==> src/svw_pkg.sv <==
// What this block does
// - Assert reset while supply is below threshold
// - Release only after hold time of good supply
// - Assert reset while manual reset held low
// - Manual reset release waits full hold time
// - Constant kick level for period asserts reset
// - Any asserted reset clears watchdog timer
// - Kick edges clear timer; processor toggles often
// - Floating kick disables watchdog reset
// - Push/pull output drives low or high
// - Active-high output is exact inverse
// - Open-drain pulls low, never drives high
// - Bidirectional line shared, either party pulls low
// - Watchdog restarts from zero on release
// - Unconnected kick is serviced internally
// - Ignore short manual reset glitches
`default_nettype none
package svw_pkg;
    // Internal timebase: one tick per microsecond at 50 MHz
    localparam int unsigned CLK_HZ        = 50_000_000;
    localparam int unsigned TICK_NS       = 1000;
    localparam int unsigned TICK_CYCLES   = (CLK_HZ / 1_000_000) * TICK_NS / 1000;
    // Manual reset glitch filter, 100 ns typical, rounded up
    localparam int unsigned GLITCH_NS     = 100;
    localparam int unsigned GLITCH_CYCLES =
        (GLITCH_NS * (CLK_HZ / 1_000_000) + 999) / 1000;
    localparam int unsigned CNT_W         = 32;

    // Selectable hold time and watchdog period, in ticks (us)
    typedef enum logic [1:0] {HOLD_1MS, HOLD_20MS, HOLD_140MS, HOLD_1120MS} svw_hold_sel_t;
    typedef enum logic [1:0] {WD_6P3MS, WD_102MS, WD_1P6S, WD_25P6S} svw_wd_sel_t;

    localparam logic [CNT_W-1:0] HOLD_TICKS_1MS    = 32'h0000_03e8;
    localparam logic [CNT_W-1:0] HOLD_TICKS_20MS   = 32'h0000_4e20;
    localparam logic [CNT_W-1:0] HOLD_TICKS_140MS  = 32'h0002_22e0;
    localparam logic [CNT_W-1:0] HOLD_TICKS_1120MS = 32'h0011_17a0;
    localparam logic [CNT_W-1:0] WD_TICKS_6P3MS    = 32'h0000_189c;
    localparam logic [CNT_W-1:0] WD_TICKS_102MS    = 32'h0001_8e70;
    localparam logic [CNT_W-1:0] WD_TICKS_1P6S     = 32'h0018_6a00;
    localparam logic [CNT_W-1:0] WD_TICKS_25P6S    = 32'h0186_a000;

    // Output stage variants
    typedef enum logic [1:0] {OUT_PUSH_PULL, OUT_OPEN_DRAIN, OUT_BIDIR} svw_out_kind_t;

    function automatic logic [CNT_W-1:0] svw_hold_ticks(input svw_hold_sel_t s);
        case (s)
            HOLD_1MS:   return HOLD_TICKS_1MS;
            HOLD_20MS:  return HOLD_TICKS_20MS;
            HOLD_140MS: return HOLD_TICKS_140MS;
            default:    return HOLD_TICKS_1120MS;
        endcase
    endfunction : svw_hold_ticks

    function automatic logic [CNT_W-1:0] svw_wd_ticks(input svw_wd_sel_t s);
        case (s)
            WD_6P3MS: return WD_TICKS_6P3MS;
            WD_102MS: return WD_TICKS_102MS;
            WD_1P6S:  return WD_TICKS_1P6S;
            default:  return WD_TICKS_25P6S;
        endcase
    endfunction : svw_wd_ticks
endpackage : svw_pkg
`default_nettype wire

==> src/svw_tick.sv <==
`default_nettype none
module svw_tick
    import svw_pkg::*;
#(
    parameter int unsigned DIV = TICK_CYCLES
)(
    // Clock and reset
    input  wire logic clk_sys,
    input  wire logic rst_n,
    // Timebase enable
    output var  logic tick
);
    typedef struct packed {
        logic [CNT_W-1:0] cnt;
        logic             tick;
    } svw_tick_state_t;

    svw_tick_state_t st_ff;
    svw_tick_state_t nxt_st;

    always_comb
    begin
        nxt_st = st_ff;
        nxt_st.tick = 1'b0;
        if (st_ff.cnt >= CNT_W'(DIV - 1))
        begin
            nxt_st.cnt  = '0;
            nxt_st.tick = 1'b1;
        end
        else
        begin
            nxt_st.cnt = st_ff.cnt + 1'b1;
        end
    end

    always_ff @(posedge clk_sys)
    begin
        if (!rst_n)
            st_ff <= '0;
        else
            st_ff <= nxt_st;
    end

    assign tick = st_ff.tick;
endmodule : svw_tick
`default_nettype wire

==> src/svw_glitch.sv <==
`default_nettype none
module svw_glitch
    import svw_pkg::*;
#(
    parameter int unsigned LEN = GLITCH_CYCLES
)(
    // Clock and reset
    input  wire logic clk_sys,
    input  wire logic rst_n,
    // Raw and filtered manual reset, active low
    input  wire logic raw_n,
    output var  logic clean_n
);
    typedef struct packed {
        logic [7:0] cnt;
        logic       level;
    } svw_glitch_state_t;

    svw_glitch_state_t st_ff;
    svw_glitch_state_t nxt_st;

    // Low must persist past the glitch width; a high returns at once
    always_comb
    begin
        nxt_st = st_ff;
        if (raw_n)
        begin
            nxt_st.cnt   = '0;
            nxt_st.level = 1'b1;
        end
        else if (st_ff.cnt >= 8'(LEN))
        begin
            nxt_st.level = 1'b0;
        end
        else
        begin
            nxt_st.cnt = st_ff.cnt + 8'h01;
        end
    end

    always_ff @(posedge clk_sys)
    begin
        if (!rst_n)
        begin
            st_ff.cnt   <= '0;
            st_ff.level <= 1'b1;
        end
        else
        begin
            st_ff <= nxt_st;
        end
    end

    assign clean_n = st_ff.level;
endmodule : svw_glitch
`default_nettype wire

==> src/svw_supervisor.sv <==
`default_nettype none
module svw_supervisor
    import svw_pkg::*;
#(
    parameter svw_hold_sel_t HOLD_SEL = HOLD_140MS,
    parameter svw_wd_sel_t   WD_SEL   = WD_1P6S,
    parameter int unsigned   TICK_DIV = TICK_CYCLES
)(
    // Clock and reset
    input  wire logic clk_sys,
    input  wire logic rst_n,
    // Reset sources
    input  wire logic supply_good,
    input  wire logic manual_reset_n,
    input  wire logic watchdog_kick,
    input  wire logic watchdog_kick_oe,
    // Push/pull outputs
    output var  logic reset_out_n,
    output var  logic reset_out,
    // Open-drain line
    output var  logic reset_od_o,
    output var  logic reset_od_oe,
    // Bidirectional shared line
    input  wire logic reset_bidir_i,
    output var  logic reset_bidir_o,
    output var  logic reset_bidir_oe
);
    typedef struct packed {
        logic [CNT_W-1:0] hold_cnt;
        logic [CNT_W-1:0] wd_cnt;
        logic             kick_q;
        logic             wd_fire;
        logic             asserted;
    } svw_state_t;

    localparam logic [CNT_W-1:0] HOLD_LIM = svw_hold_ticks(HOLD_SEL);
    localparam logic [CNT_W-1:0] WD_LIM   = svw_wd_ticks(WD_SEL);

    svw_state_t st_ff;
    svw_state_t nxt_st;
    logic       tick;
    logic       mr_clean_n;
    logic       any_src;
    logic       ext_pull;

    svw_tick #(.DIV(TICK_DIV)) u_tick (
        .clk_sys (clk_sys),
        .rst_n   (rst_n),
        .tick    (tick)
    );

    svw_glitch u_glitch (
        .clk_sys (clk_sys),
        .rst_n   (rst_n),
        .raw_n   (manual_reset_n),
        .clean_n (mr_clean_n)
    );

    // Outside party pulling the shared line low while we release it
    assign ext_pull = !reset_bidir_i && !reset_bidir_oe;

    assign any_src = !supply_good || !mr_clean_n || st_ff.wd_fire
                     || ext_pull;

    always_comb
    begin
        nxt_st = st_ff;
        nxt_st.kick_q  = watchdog_kick;
        nxt_st.wd_fire = 1'b0;
        if (any_src)
        begin
            // Any active source restarts the hold count
            nxt_st.asserted = 1'b1;
            nxt_st.hold_cnt = '0;
        end
        else if (st_ff.asserted)
        begin
            if (st_ff.hold_cnt >= HOLD_LIM)
            begin
                nxt_st.asserted = 1'b0;
                nxt_st.hold_cnt = '0;
            end
            else if (tick)
            begin
                nxt_st.hold_cnt = st_ff.hold_cnt + 1'b1;
            end
        end
        // Watchdog counts only while reset is released
        if (nxt_st.asserted || st_ff.asserted)
        begin
            nxt_st.wd_cnt = '0;
        end
        else if (!watchdog_kick_oe || watchdog_kick != st_ff.kick_q)
        begin
            // Floating kick is serviced internally each cycle
            nxt_st.wd_cnt = '0;
        end
        else if (st_ff.wd_cnt >= WD_LIM - 1'b1)
        begin
            nxt_st.wd_cnt  = '0;
            nxt_st.wd_fire = 1'b1;
        end
        else if (tick)
        begin
            nxt_st.wd_cnt = st_ff.wd_cnt + 1'b1;
        end
    end

    always_ff @(posedge clk_sys)
    begin
        if (!rst_n)
        begin
            // Come up asserted so the hold time runs after power-on
            st_ff          <= '0;
            st_ff.asserted <= 1'b1;
            reset_out_n    <= 1'b0;
            reset_out      <= 1'b1;
            reset_od_o     <= 1'b0;
            reset_od_oe    <= 1'b1;
            reset_bidir_o  <= 1'b0;
            reset_bidir_oe <= 1'b1;
        end
        else
        begin
            st_ff          <= nxt_st;
            reset_out_n    <= !nxt_st.asserted;
            reset_out      <= nxt_st.asserted;
            reset_od_o     <= 1'b0;
            reset_od_oe    <= nxt_st.asserted;
            reset_bidir_o  <= 1'b0;
            reset_bidir_oe <= nxt_st.asserted;
        end
    end
endmodule : svw_supervisor
`default_nettype wire

==> config.mk <==
export PLATFORM = sky130hd
export DESIGN_NAME = svw_supervisor
export DESIGN_NICKNAME = d
export VERILOG_FILES = /design/src/svw_pkg.sv /design/src/svw_tick.sv /design/src/svw_glitch.sv /design/src/svw_supervisor.sv
export SDC_FILE = /design/constraint.sdc
export NUM_CORES = 1
export LEC_CHECK = 0
export BUFFER_PORTS_ARGS = -buffer_cell sky130_fd_sc_hd__clkbuf_2
export CAP_MARGIN = 20
export CORE_UTILIZATION = 60
export DETAILED_ROUTE_END_ITERATION = 10
export GPL_ROUTABILITY_DRIVEN = 0
export PLACE_DENSITY = 0.73
export SLEW_MARGIN = 20
export SYNTH_ARGS = -nofsm -noshare
export SYNTH_HDL_FRONTEND = slang
export SYNTH_SLANG_ARGS = --single-unit
export TNS_END_PERCENT = 100
==> constraint.sdc <==
create_clock -name clk_sys -period 2.6 [get_ports clk_sys]
set_input_delay 0.26 -clock clk_sys [delete_from_list [all_inputs] [get_ports clk_sys]]
set_output_delay 0.26 -clock clk_sys [all_outputs]
set_load 0.01 [all_outputs]
Yosys cells after proc, flatten, opt, wreduce, memory -nomap -nowiden
Cells that the tools add are included.
Widths: inputs -> output; s select.
{ "word_totals": {"register_bits": 110, "inputBits": 7, "output_inout_bits": 6, "wordCells": 46} }
{ "op_classes": {"add_sub_neg": 4, "order_cmp": 4, "eq_ne": 1, "n_mux": 7, "n_bitwise": 1, "reduce_logical": 19} }
{ "ops": {"columns": ["op", "count"], "rows": [
  ["$add 32x1->32 const B", 3],
  ["$mux 32", 2],
  ["$ge 32x18->1 const B", 1],
  ["$ge 32x21->1 const B", 1],
  ["$ge 32x6->1 const B", 1],
  ["$add 8x1->8 const B", 1],
  ["$ge 8x3->1 const B", 1],
  ["$logic_not 1->1", 6],
  ["$reduce_or 2->1", 3],
  ["$logic_or 1x1->1", 5],
  ["$mux 1", 5],
  ["$reduce_or 4->1", 1],
  ["$reduce_or 3->1", 1],
  ["$reduce_and 2->1", 1],
  ["$reduce_bool 2->1", 1],
  ["$logic_and 1x1->1", 1],
  ["$ne 1x1->1", 1],
  ["$not 1->1", 1]
]} }

Longest topological paths before layout
Gate-level depths: netlist of run 1.
{ "logic_depth": {"ltp_word": 7, "mapped_depth": 7, "mapped_depth_nobuf": 7} }

By module
A second synthesis of run 1 with hierarchy kept.
{ "hier_totals": {"hier_cells": 427, "area_unflattened_um2": 4167.7} }
{ "by_module_without_submodules": {"columns": ["module", "n_inst", "cells_each", "area_per_inst_um2", "seq_area_each_um2"], "rows": [
  ["svw_supervisor", 1, 321, 2879.0, 1361.3],
  ["svw_tick", 1, 68, 898.4, 660.6],
  ["svw_glitch", 1, 38, 390.4, 180.2]
]} }

Worst setup path before layout of run 1
OpenSTA, ideal clock, no wires.
{ "synth_path": {"path_kind": "register to register", "startpoint": "register u_tick.st_ff[2] (netlist bit)", "endpoint": "register u_tick.st_ff[3] (netlist bit)", "setup_ps": 65, "t_arrival_ps": 1743, "t_required_ps": 2535, "setup_slack_ps": 792, "path_stages_with_launch": 7, "path_buffers": 0, "synth_period_minus_slack_ps": 1808, "path_cell_list": "dfxtp_1 > inv_1 > ha_1 > or4b_2 > a311oi_1 > nand2_1 > nor2_1"} }
{ "synth_via": {"elab_chain_cells": 2, "elab_cells_between_ends": 3, "cone_classes": "1 x add/sub; 1 x order compare; 1 x reduce/logical"} }
{ "synth_rtl": {"columns": ["element", "line", "rtl"], "rows": [
  ["start, declared", "svw_tick.sv:18", "svw_tick_state_t st_ff;"],
  ["start signal, assigned", "svw_tick.sv:41", "st_ff <= nxt_st;"],
  ["$ge 32x6->1", "svw_tick.sv:25", "if (st_ff.cnt >= CNT_W'(DIV - 1))"],
  ["$reduce_or 2->1 (no line)", null, null]
]} }
Parallel ways exist; a longest one is shown, timed or not.
A chain may end at the register's enable or synchronous reset.

Worst setup path after layout of run 1
{ "layout_path": {"startpoint": "register st_ff[60] (netlist bit)", "endpoint": "register st_ff[47] (netlist bit)"} }
{ "layout_via": {"elab_chain_cells": 3, "elab_cells_between_ends": 4, "cone_classes": "1 x order compare; 1 x mux; 2 x reduce/logical"} }
{ "layout_rtl": {"columns": ["element", "line", "rtl"], "rows": [
  ["start, declared", "svw_supervisor.sv:39", "svw_state_t st_ff;"],
  ["start signal, assigned", "svw_supervisor.sv:125", "st_ff <= nxt_st;"],
  ["$ge 32x18->1 (*)", "svw_supervisor.sv:78", "if (st_ff.hold_cnt >= HOLD_LIM)"],
  ["$reduce_bool 2->1 (no line)", null, null],
  ["$reduce_and 2->1 (no line)", null, null]
]} }
Mark *: on every way between the ends. The rest lies on a longest branch, timed or not.

==> reports/results.tsv, run 1 <==
metric	value	unit
outcome	completed	
max_clock_freq	0.461	GHz
switchingPower	593	µW
ir_drop	0.000380	V
synth_top_area_cell	dfxtp_1	
diodes	0	
synth_area	0.00420	mm²
grt_pass1_vias	2721	
relSlewSlack	52.6	%
async_flop_share	0	%
yosysMostFrequentCell	dfxtp_1	
fp.dieArea	0.00734	mm²
maxSlewViolCount	0	
grt_max_degree	23	
ys_warn_count	0	
worstSetupEndpointType	flop	
synth_cells	420	
cp-start-kind	flop	
maxCapViolations	0	
final_cell_count_no_fill	569	
ys.flop_type	dfxtp_1	
holdWs	0.157	ns
critPathKind	flop to flop	
dpl.hpwl	4760	µm
p_int	2.19	mW
hold_path.class	input pin to flop	
multi_input_area	0.00199	mm²
grt_pass1_wl	11800	µm
viasPerCell	5.18	
synth_top_area_share	52.4	%
ys_ff_latch	110	
path_cells	nor4_1, nand4_1, o311ai_2, o21ai_0, a21oi_2	
clockPowerShare	35.9	%
htreeDepth	3	
finalPower	2.78	mW
clock-sinks	110	
postCtsSetupRepairBufs	0	
combPwrFrac	1.8	%
ys_seq_area_share	52.4	%
final-hold-violation-count	0	
antenna_found_initial	0	
ctsHoldBuffers	0	
critical-path-slowest-cell	o311ai_2	
period_minus_slack	2.17	ns
fin_skew	0.0133	ns
synthTopCellsByArea	dfxtp_1 (52%), nor2_1 (4.8%), xor2_1 (4.6%)	
netSwitchingFraction	21.3	%
wl	6650	µm
clockBufferDepth	2	
drt_first_pass_iters	6	
numCtsBuffers	9	
die_h	85.7	µm
p_leak	1.71	nW
clkTransAtPathRegs	0.10	ns
synth-edff-count	0	
placementRows	30	
area_delta_synth_final	10.3	%
drive_gt1_share	10.8	%
final-setup-viol-count	0	
initial_core_util	61.8	%
required	2.89	ns
core_area	0.00679	mm²
fin_tns_setup	0	ns
netlist_top_cells_count	dfxtp_1 (110), nor2_1 (54), nand2_1 (26)	
power_density	600	mW/mm²
clock_latency	0.36	ns
finalCritPeriodShare	83.5	%
postRouteAntennaNets	0	
die_x	85.7	µm
drcViolationCount	0	
overflow	0	
nFillCells	549	
nNetsFinal	485	
cts-root-buf	clkbuf_8	
routedWlPerCell	11.7	µm
area.sequential	0.00220	mm²
dr.first_iter.drc_count	117	
worst_pin_slew	0.710	ns
slowest_delay	0.70	ns
post_synth.cell_area_avg	10.0	µm²
grt_usage	20.2	%
synth_cell_types	50	
dp_cells	554	
cts_tree	built	
io_pins	13	
vias	2946	
sequentialPowerShare	62.3	%
cts_resized	0	
cp_max_fo	12	
port_buffers	10	
cp.arrival	2.46	ns
rsz0062_at_grt	no	
-- through the flow --
step                      worst slack, ns  area [µm²]  utilization (%)
after floorplan                     0.792        4340                -
after global placement              0.529        4440             65.3
after detailed placement            0.406        4440             65.3
after CTS                           0.381        4630             68.2
after global routing                0.204        4630             68.2
final                               0.430        4630             68.2
-- critical path, delay by kind of cell (launching register included) --
| family | cells | cell delay, ns |
|---|---|---|
| AOI/OAI and AO/OA | 3 | 1.08 |
| and+or+nand+nor | 2 | 0.67 |
| DFF | 1 | 0.35 |
-- final cells by class --
cell class / instances / share of cell area [%]
multi-input cells: 321 / 42.9
flip-flops and latches: 110 / 47.5
inverters: 14 / 1.13
clock buffers: 9 / 2.67
repair buffers: 13 / 1.57
clock inverters: 6 / 1.54
well taps: 96 / 2.59
-- state kept, by name, summed over array words and instances, names as in the netlist --
name and cells:
reset_out_n 1, u_glitch.st_ff 8, u_tick.st_ff 32, st_ff 67, u_tick.tick 1, u_glitch.clean_n 1
-- layer usage --
| metal | GRT usage, % | wire length [µm] | vias up |
|---|---|---|---|
| met3 | 6.26 | 196 | 5 |
| met1 | 25.0 | 3110 | 1386 |
| met4 | 6.52 | 70 | 0 |
| met5 | 0 | 0 | - |
| met2 | 33.8 | 3270 | 26 |
| li1 | - | - | 1529 |
-- worst paths after layout --
path | end | slack [ns] | from | cells after the start
hold reg to reg | u_glitch.st_ff[6] | 0.46 | u_glitch.st_ff[6] | 1
hold / removal | st_ff[2] | 0.16 | watchdog_kick | 2
setup / recovery | st_ff[47] | 0.43 | st_ff[60] | 5
setup reg to reg | st_ff[47] | 0.43 | st_ff[60] | 5
-- power by group through the flow --
stage	Sequential (mW)	Combinational (mW)	Clock, mW
global route	1.74	0.0592	1.11
global placement	1.77	0.0484	0
floorplan	1.77	0.0457	0
detailed placement	1.77	0.0498	0
finish	1.73	0.0502	0.997
CTS	1.73	0.0500	1.04
-- cells by family after synthesis --
group / Yosys count / share of synthesized area [%]
and+or+nand+nor: 183 / 22.8
adders and majority gates: 9 / 2.68
buffers and inverters: 27 / 3.60
AOI/OAI and AO/OA: 59 / 11.9
other: 1 / 0.0893
xor gates and xnor gates: 30 / 6.26
muxes: 1 / 0.238
DFF: 110 / 52.4
-- placed cells by master (no fill, tap or decap), types with 3 or more instances in the layout --
cell type and instances:
nand3_1 21, conb_1 39, clkbuf_8 9, nor3_1 5, and4_1 7, o31ai_1 4, dfxtp_1 110, buf_4 3
nand4_1 13, a21oi_1 6, and2_1 8, xnor2_1 8, clkbuf_2 10, nand2_1 26, o21a_1 8, inv_1 14
a31oi_1 3, or4_1 3, nor4_1 15, a21oi_2 11, nor2_1 54, and3_1 10, ha_1 9, or3_1 10
o21ai_0 11, xor2_1 22
(Power assumes the default switching activity.)
==> inputs of run 2 (changes only) <==
--- a/config.mk
+++ b/config.mk
@@ -5,12 +5,13 @@
 export SDC_FILE = /design/constraint.sdc
 export NUM_CORES = 1
 export LEC_CHECK = 0
+export ABC_AREA = 1
 export BUFFER_PORTS_ARGS = -buffer_cell sky130_fd_sc_hd__clkbuf_2
 export CAP_MARGIN = 20
-export CORE_UTILIZATION = 60
+export CORE_UTILIZATION = 55
 export DETAILED_ROUTE_END_ITERATION = 10
 export GPL_ROUTABILITY_DRIVEN = 0
-export PLACE_DENSITY = 0.73
+export PLACE_DENSITY = 0.7
 export SLEW_MARGIN = 20
 export SYNTH_ARGS = -nofsm -noshare
 export SYNTH_HDL_FRONTEND = slang
==> constraint.sdc (replaced) <==
create_clock -name clk_sys -period 1.9 [get_ports clk_sys]
set_input_delay 0.19 -clock clk_sys [delete_from_list [all_inputs] [get_ports clk_sys]]
set_output_delay 0.19 -clock clk_sys [all_outputs]
set_load 0.01 [all_outputs]
==> reports/results.tsv, run 2 <==
metric	value	unit
maxCapViolations	0	
netSwitchingFraction	23.3	%
hold_end	u_glitch.clean_n	
relSlewSlack	64.3	%
routedWlPerCell	10.8	µm
viasPerCell	4.88	
r2r-start	st_ff[36]	
wl	8070	µm
switchingPower	887	µW
largest_reg_flops	67	
fin_util	62.3	%
grt_pass1_wl	14400	µm
dr.first_iter.drc_count	159	
cp_max_fo	5	
cts-root-buf	clkbuf_8	
synth_area	0.00464	mm²
synth_cells	589	
area_delta_synth_final	9.90	%
grt_pass1_vias	3396	
reg2reg_to	st_ff[57]	
ys.flop_type	dfxtp_1	
top_regs	st_ff x67, u_tick.st_ff x32, u_glitch.st_ff x8	
dr_wl_met2	3770	µm
die_x	93.8	µm
grt_max_degree	30	
postRouteAntennaNets	0	
hold_path.class	input pin to flop	
initial_core_util	56.7	%
dpl.hpwl	5910	µm
dp_cells	733	
ctsHoldBuffers	0	
critPathKind	flop to flop	
diodes	0	
postLayoutCellArea	0.00510	mm²
largest-register	st_ff	
postCtsSetupRepairBufs	0	
numCtsBuffers	9	
fp.dieArea	0.00880	mm²
synth_top_area_cell	dfxtp_1	
clock-sinks	110	
ys_ff_latch	110	
netlist_top_cells_count	nand2_1 (118), dfxtp_1 (110), nor2_1 (87)	
outcome	completed	
met3_length	256	µm
cp-start-kind	flop	
synthTopCellsByArea	dfxtp_1 (47%), nand2_1 (9.6%), nor2_1 (7.0%)	
drcViolationCount	0	
clock_latency	0.36	ns
power_density	748	mW/mm²
finalCritPeriodShare	88.5	%
rr_worst_depth	8	
clkTransAtPathRegs	0.11	ns
overflow	0	
fin_skew	0.0132	ns
io_pins	13	
core_area	0.00818	mm²
fin_tns_setup	0	ns
final_common_cell	nand2_1	
htreeDepth	3	
max_clock_freq	0.595	GHz
synth_top_area_share	47.5	%
port_buffers	10	
clockBufferDepth	2	
maxSlewViolCount	0	
p_int	2.93	mW
clockPowerShare	35.5	%
final-setup-viol-count	0	
met1_length	3920	µm
most-common-layout-cells	nand2_1 (118), dfxtp_1 (110), nor2_1 (87)	
final-hold-violation-count	0	
antenna_found_initial	0	
top_layer_used	met4	
period_minus_slack	1.68	ns
ys_seq_area_share	47.5	%
placed_cell_area	0.00490	mm²
drt_first_pass_iters	5	
worst_pin_slew	0.531	ns
combPwrFrac	2.4	%
sequentialPowerShare	62.1	%
synth-edff-count	0	
min_from	manual_reset_n	
vias	3653	
rrSetupSlack	0.22	ns
async_flop_share	0	%
min_delay_path_depth	3	
grt_usage	20.4	%
yosysMostFrequentCell	nand2_1	
rsz0062_at_grt	no	
ys_warn_count	0	
die_h	93.8	µm
nNetsFinal	655	
cts_tree	built	
ir_drop	0.000485	V
synth_cell_types	36	
p_leak	2.00	nW
post_synth.cell_area_avg	7.87	µm²
required	2.20	ns
drive_gt1_share	10.2	%
cp.arrival	1.98	ns
worstSetupEndpointType	flop	
placementRows	33	
final_cell_count_no_fill	749	
==> run 2: changes by cell type after synthesis, sizes merged, moves of 7 or more <==
cell / before / now
or3: 10 / 0
and2: 8 / 0
nand4: 13 / 28
a21oi: 18 / 34
nand2: 26 / 122
nor2: 54 / 95
nor3: 5 / 25
o21a: 8 / 0
inv: 14 / 65
and4: 7 / 0
and3: 10 / 0
==> run 2: worst max path at each step <==
stage / from / to / slack [ns]
finish: st_ff[36] / st_ff[57] / 0.22
detailed placement: st_ff[53] / st_ff[59] / 0.25
CTS: st_ff[51] / st_ff[35] / 0.22
global route: st_ff[43] / st_ff[35] / 0.04
floorplan: st_ff[0] / st_ff[23] / 0.45
global placement: st_ff[51] / st_ff[35] / 0.30
==> run 2: final cells by class <==
type                    count  area, µm²
fillers                   746       3080
multi-input cells         433       2210
flip-flops and latches    110       2200
inverters                  69        259
clock buffers              10        138
well taps                 105        131
repair buffers             16       95.1
clock inverters             6       57.6
==> run 2: routing by layer <==
metal,vias to the layer above,track usage [%]
met3,9,3.48
met2,62,33.5
met4,0,8.21
met5,-,0
li1,1952,-
met1,1630,26.6
==> run 2: cells by family (layout without fill, tap and decap cells) <==
logic type / count (synthesis) / after routing / share of synthesized area (%)
adder cells (fa/ha/maj): 9 / 9 / 2.43
other: 1 / 39 / 0.0809
XOR/XNOR: 26 / 26 / 4.91
flip-flops: 110 / 110 / 47.5
AND/OR/NAND/NOR: 314 / 314 / 31.6
buffers and inverters: 84 / 101 / 7.85
AO/OA/AOI/OAI: 45 / 45 / 5.67
==> run 2: worst max-delay path, stage by stage (launching register included) <==
cell and delay (ns):
dfxtp_1 0.41, ha_1 0.21, nand2_1 0.10, nor2_2 0.21, nand3_1 0.18, nor3_2 0.16, nand2_1 0.06, nand3b_1 0.16
a21oi_1 0.13
==> run 2: through the flow <==
step | setup slack [ns] | hold WS, ns | power [mW]
finish | 0.219 | 0.0664 | 3.81
global route | 0.0384 | 0.0659 | 3.98
CTS | 0.216 | 0.0522 | 3.88
detailed placement | 0.250 | 0.422 | 2.51
global placement | 0.304 | 0.410 | 2.51
floorplan | 0.452 | 0.283 | 2.49
==> run 2: repair_timing <==
action                     4_1_cts  5_1_grt
gates resized for setup          0        1
hold endpoints to repair         0        0
setup endpoints to repair        0        1
==> run 2: power groups by stage <==
stage / Clock [mW] / Combinational, mW / Sequential [mW]
finish: 1.36 / 0.0901 / 2.37
global route: 1.50 / 0.105 / 2.37
CTS: 1.42 / 0.0892 / 2.37
global placement: 0 / 0.0871 / 2.42
detailed placement: 0 / 0.0885 / 2.42
floorplan: 0 / 0.0702 / 2.42
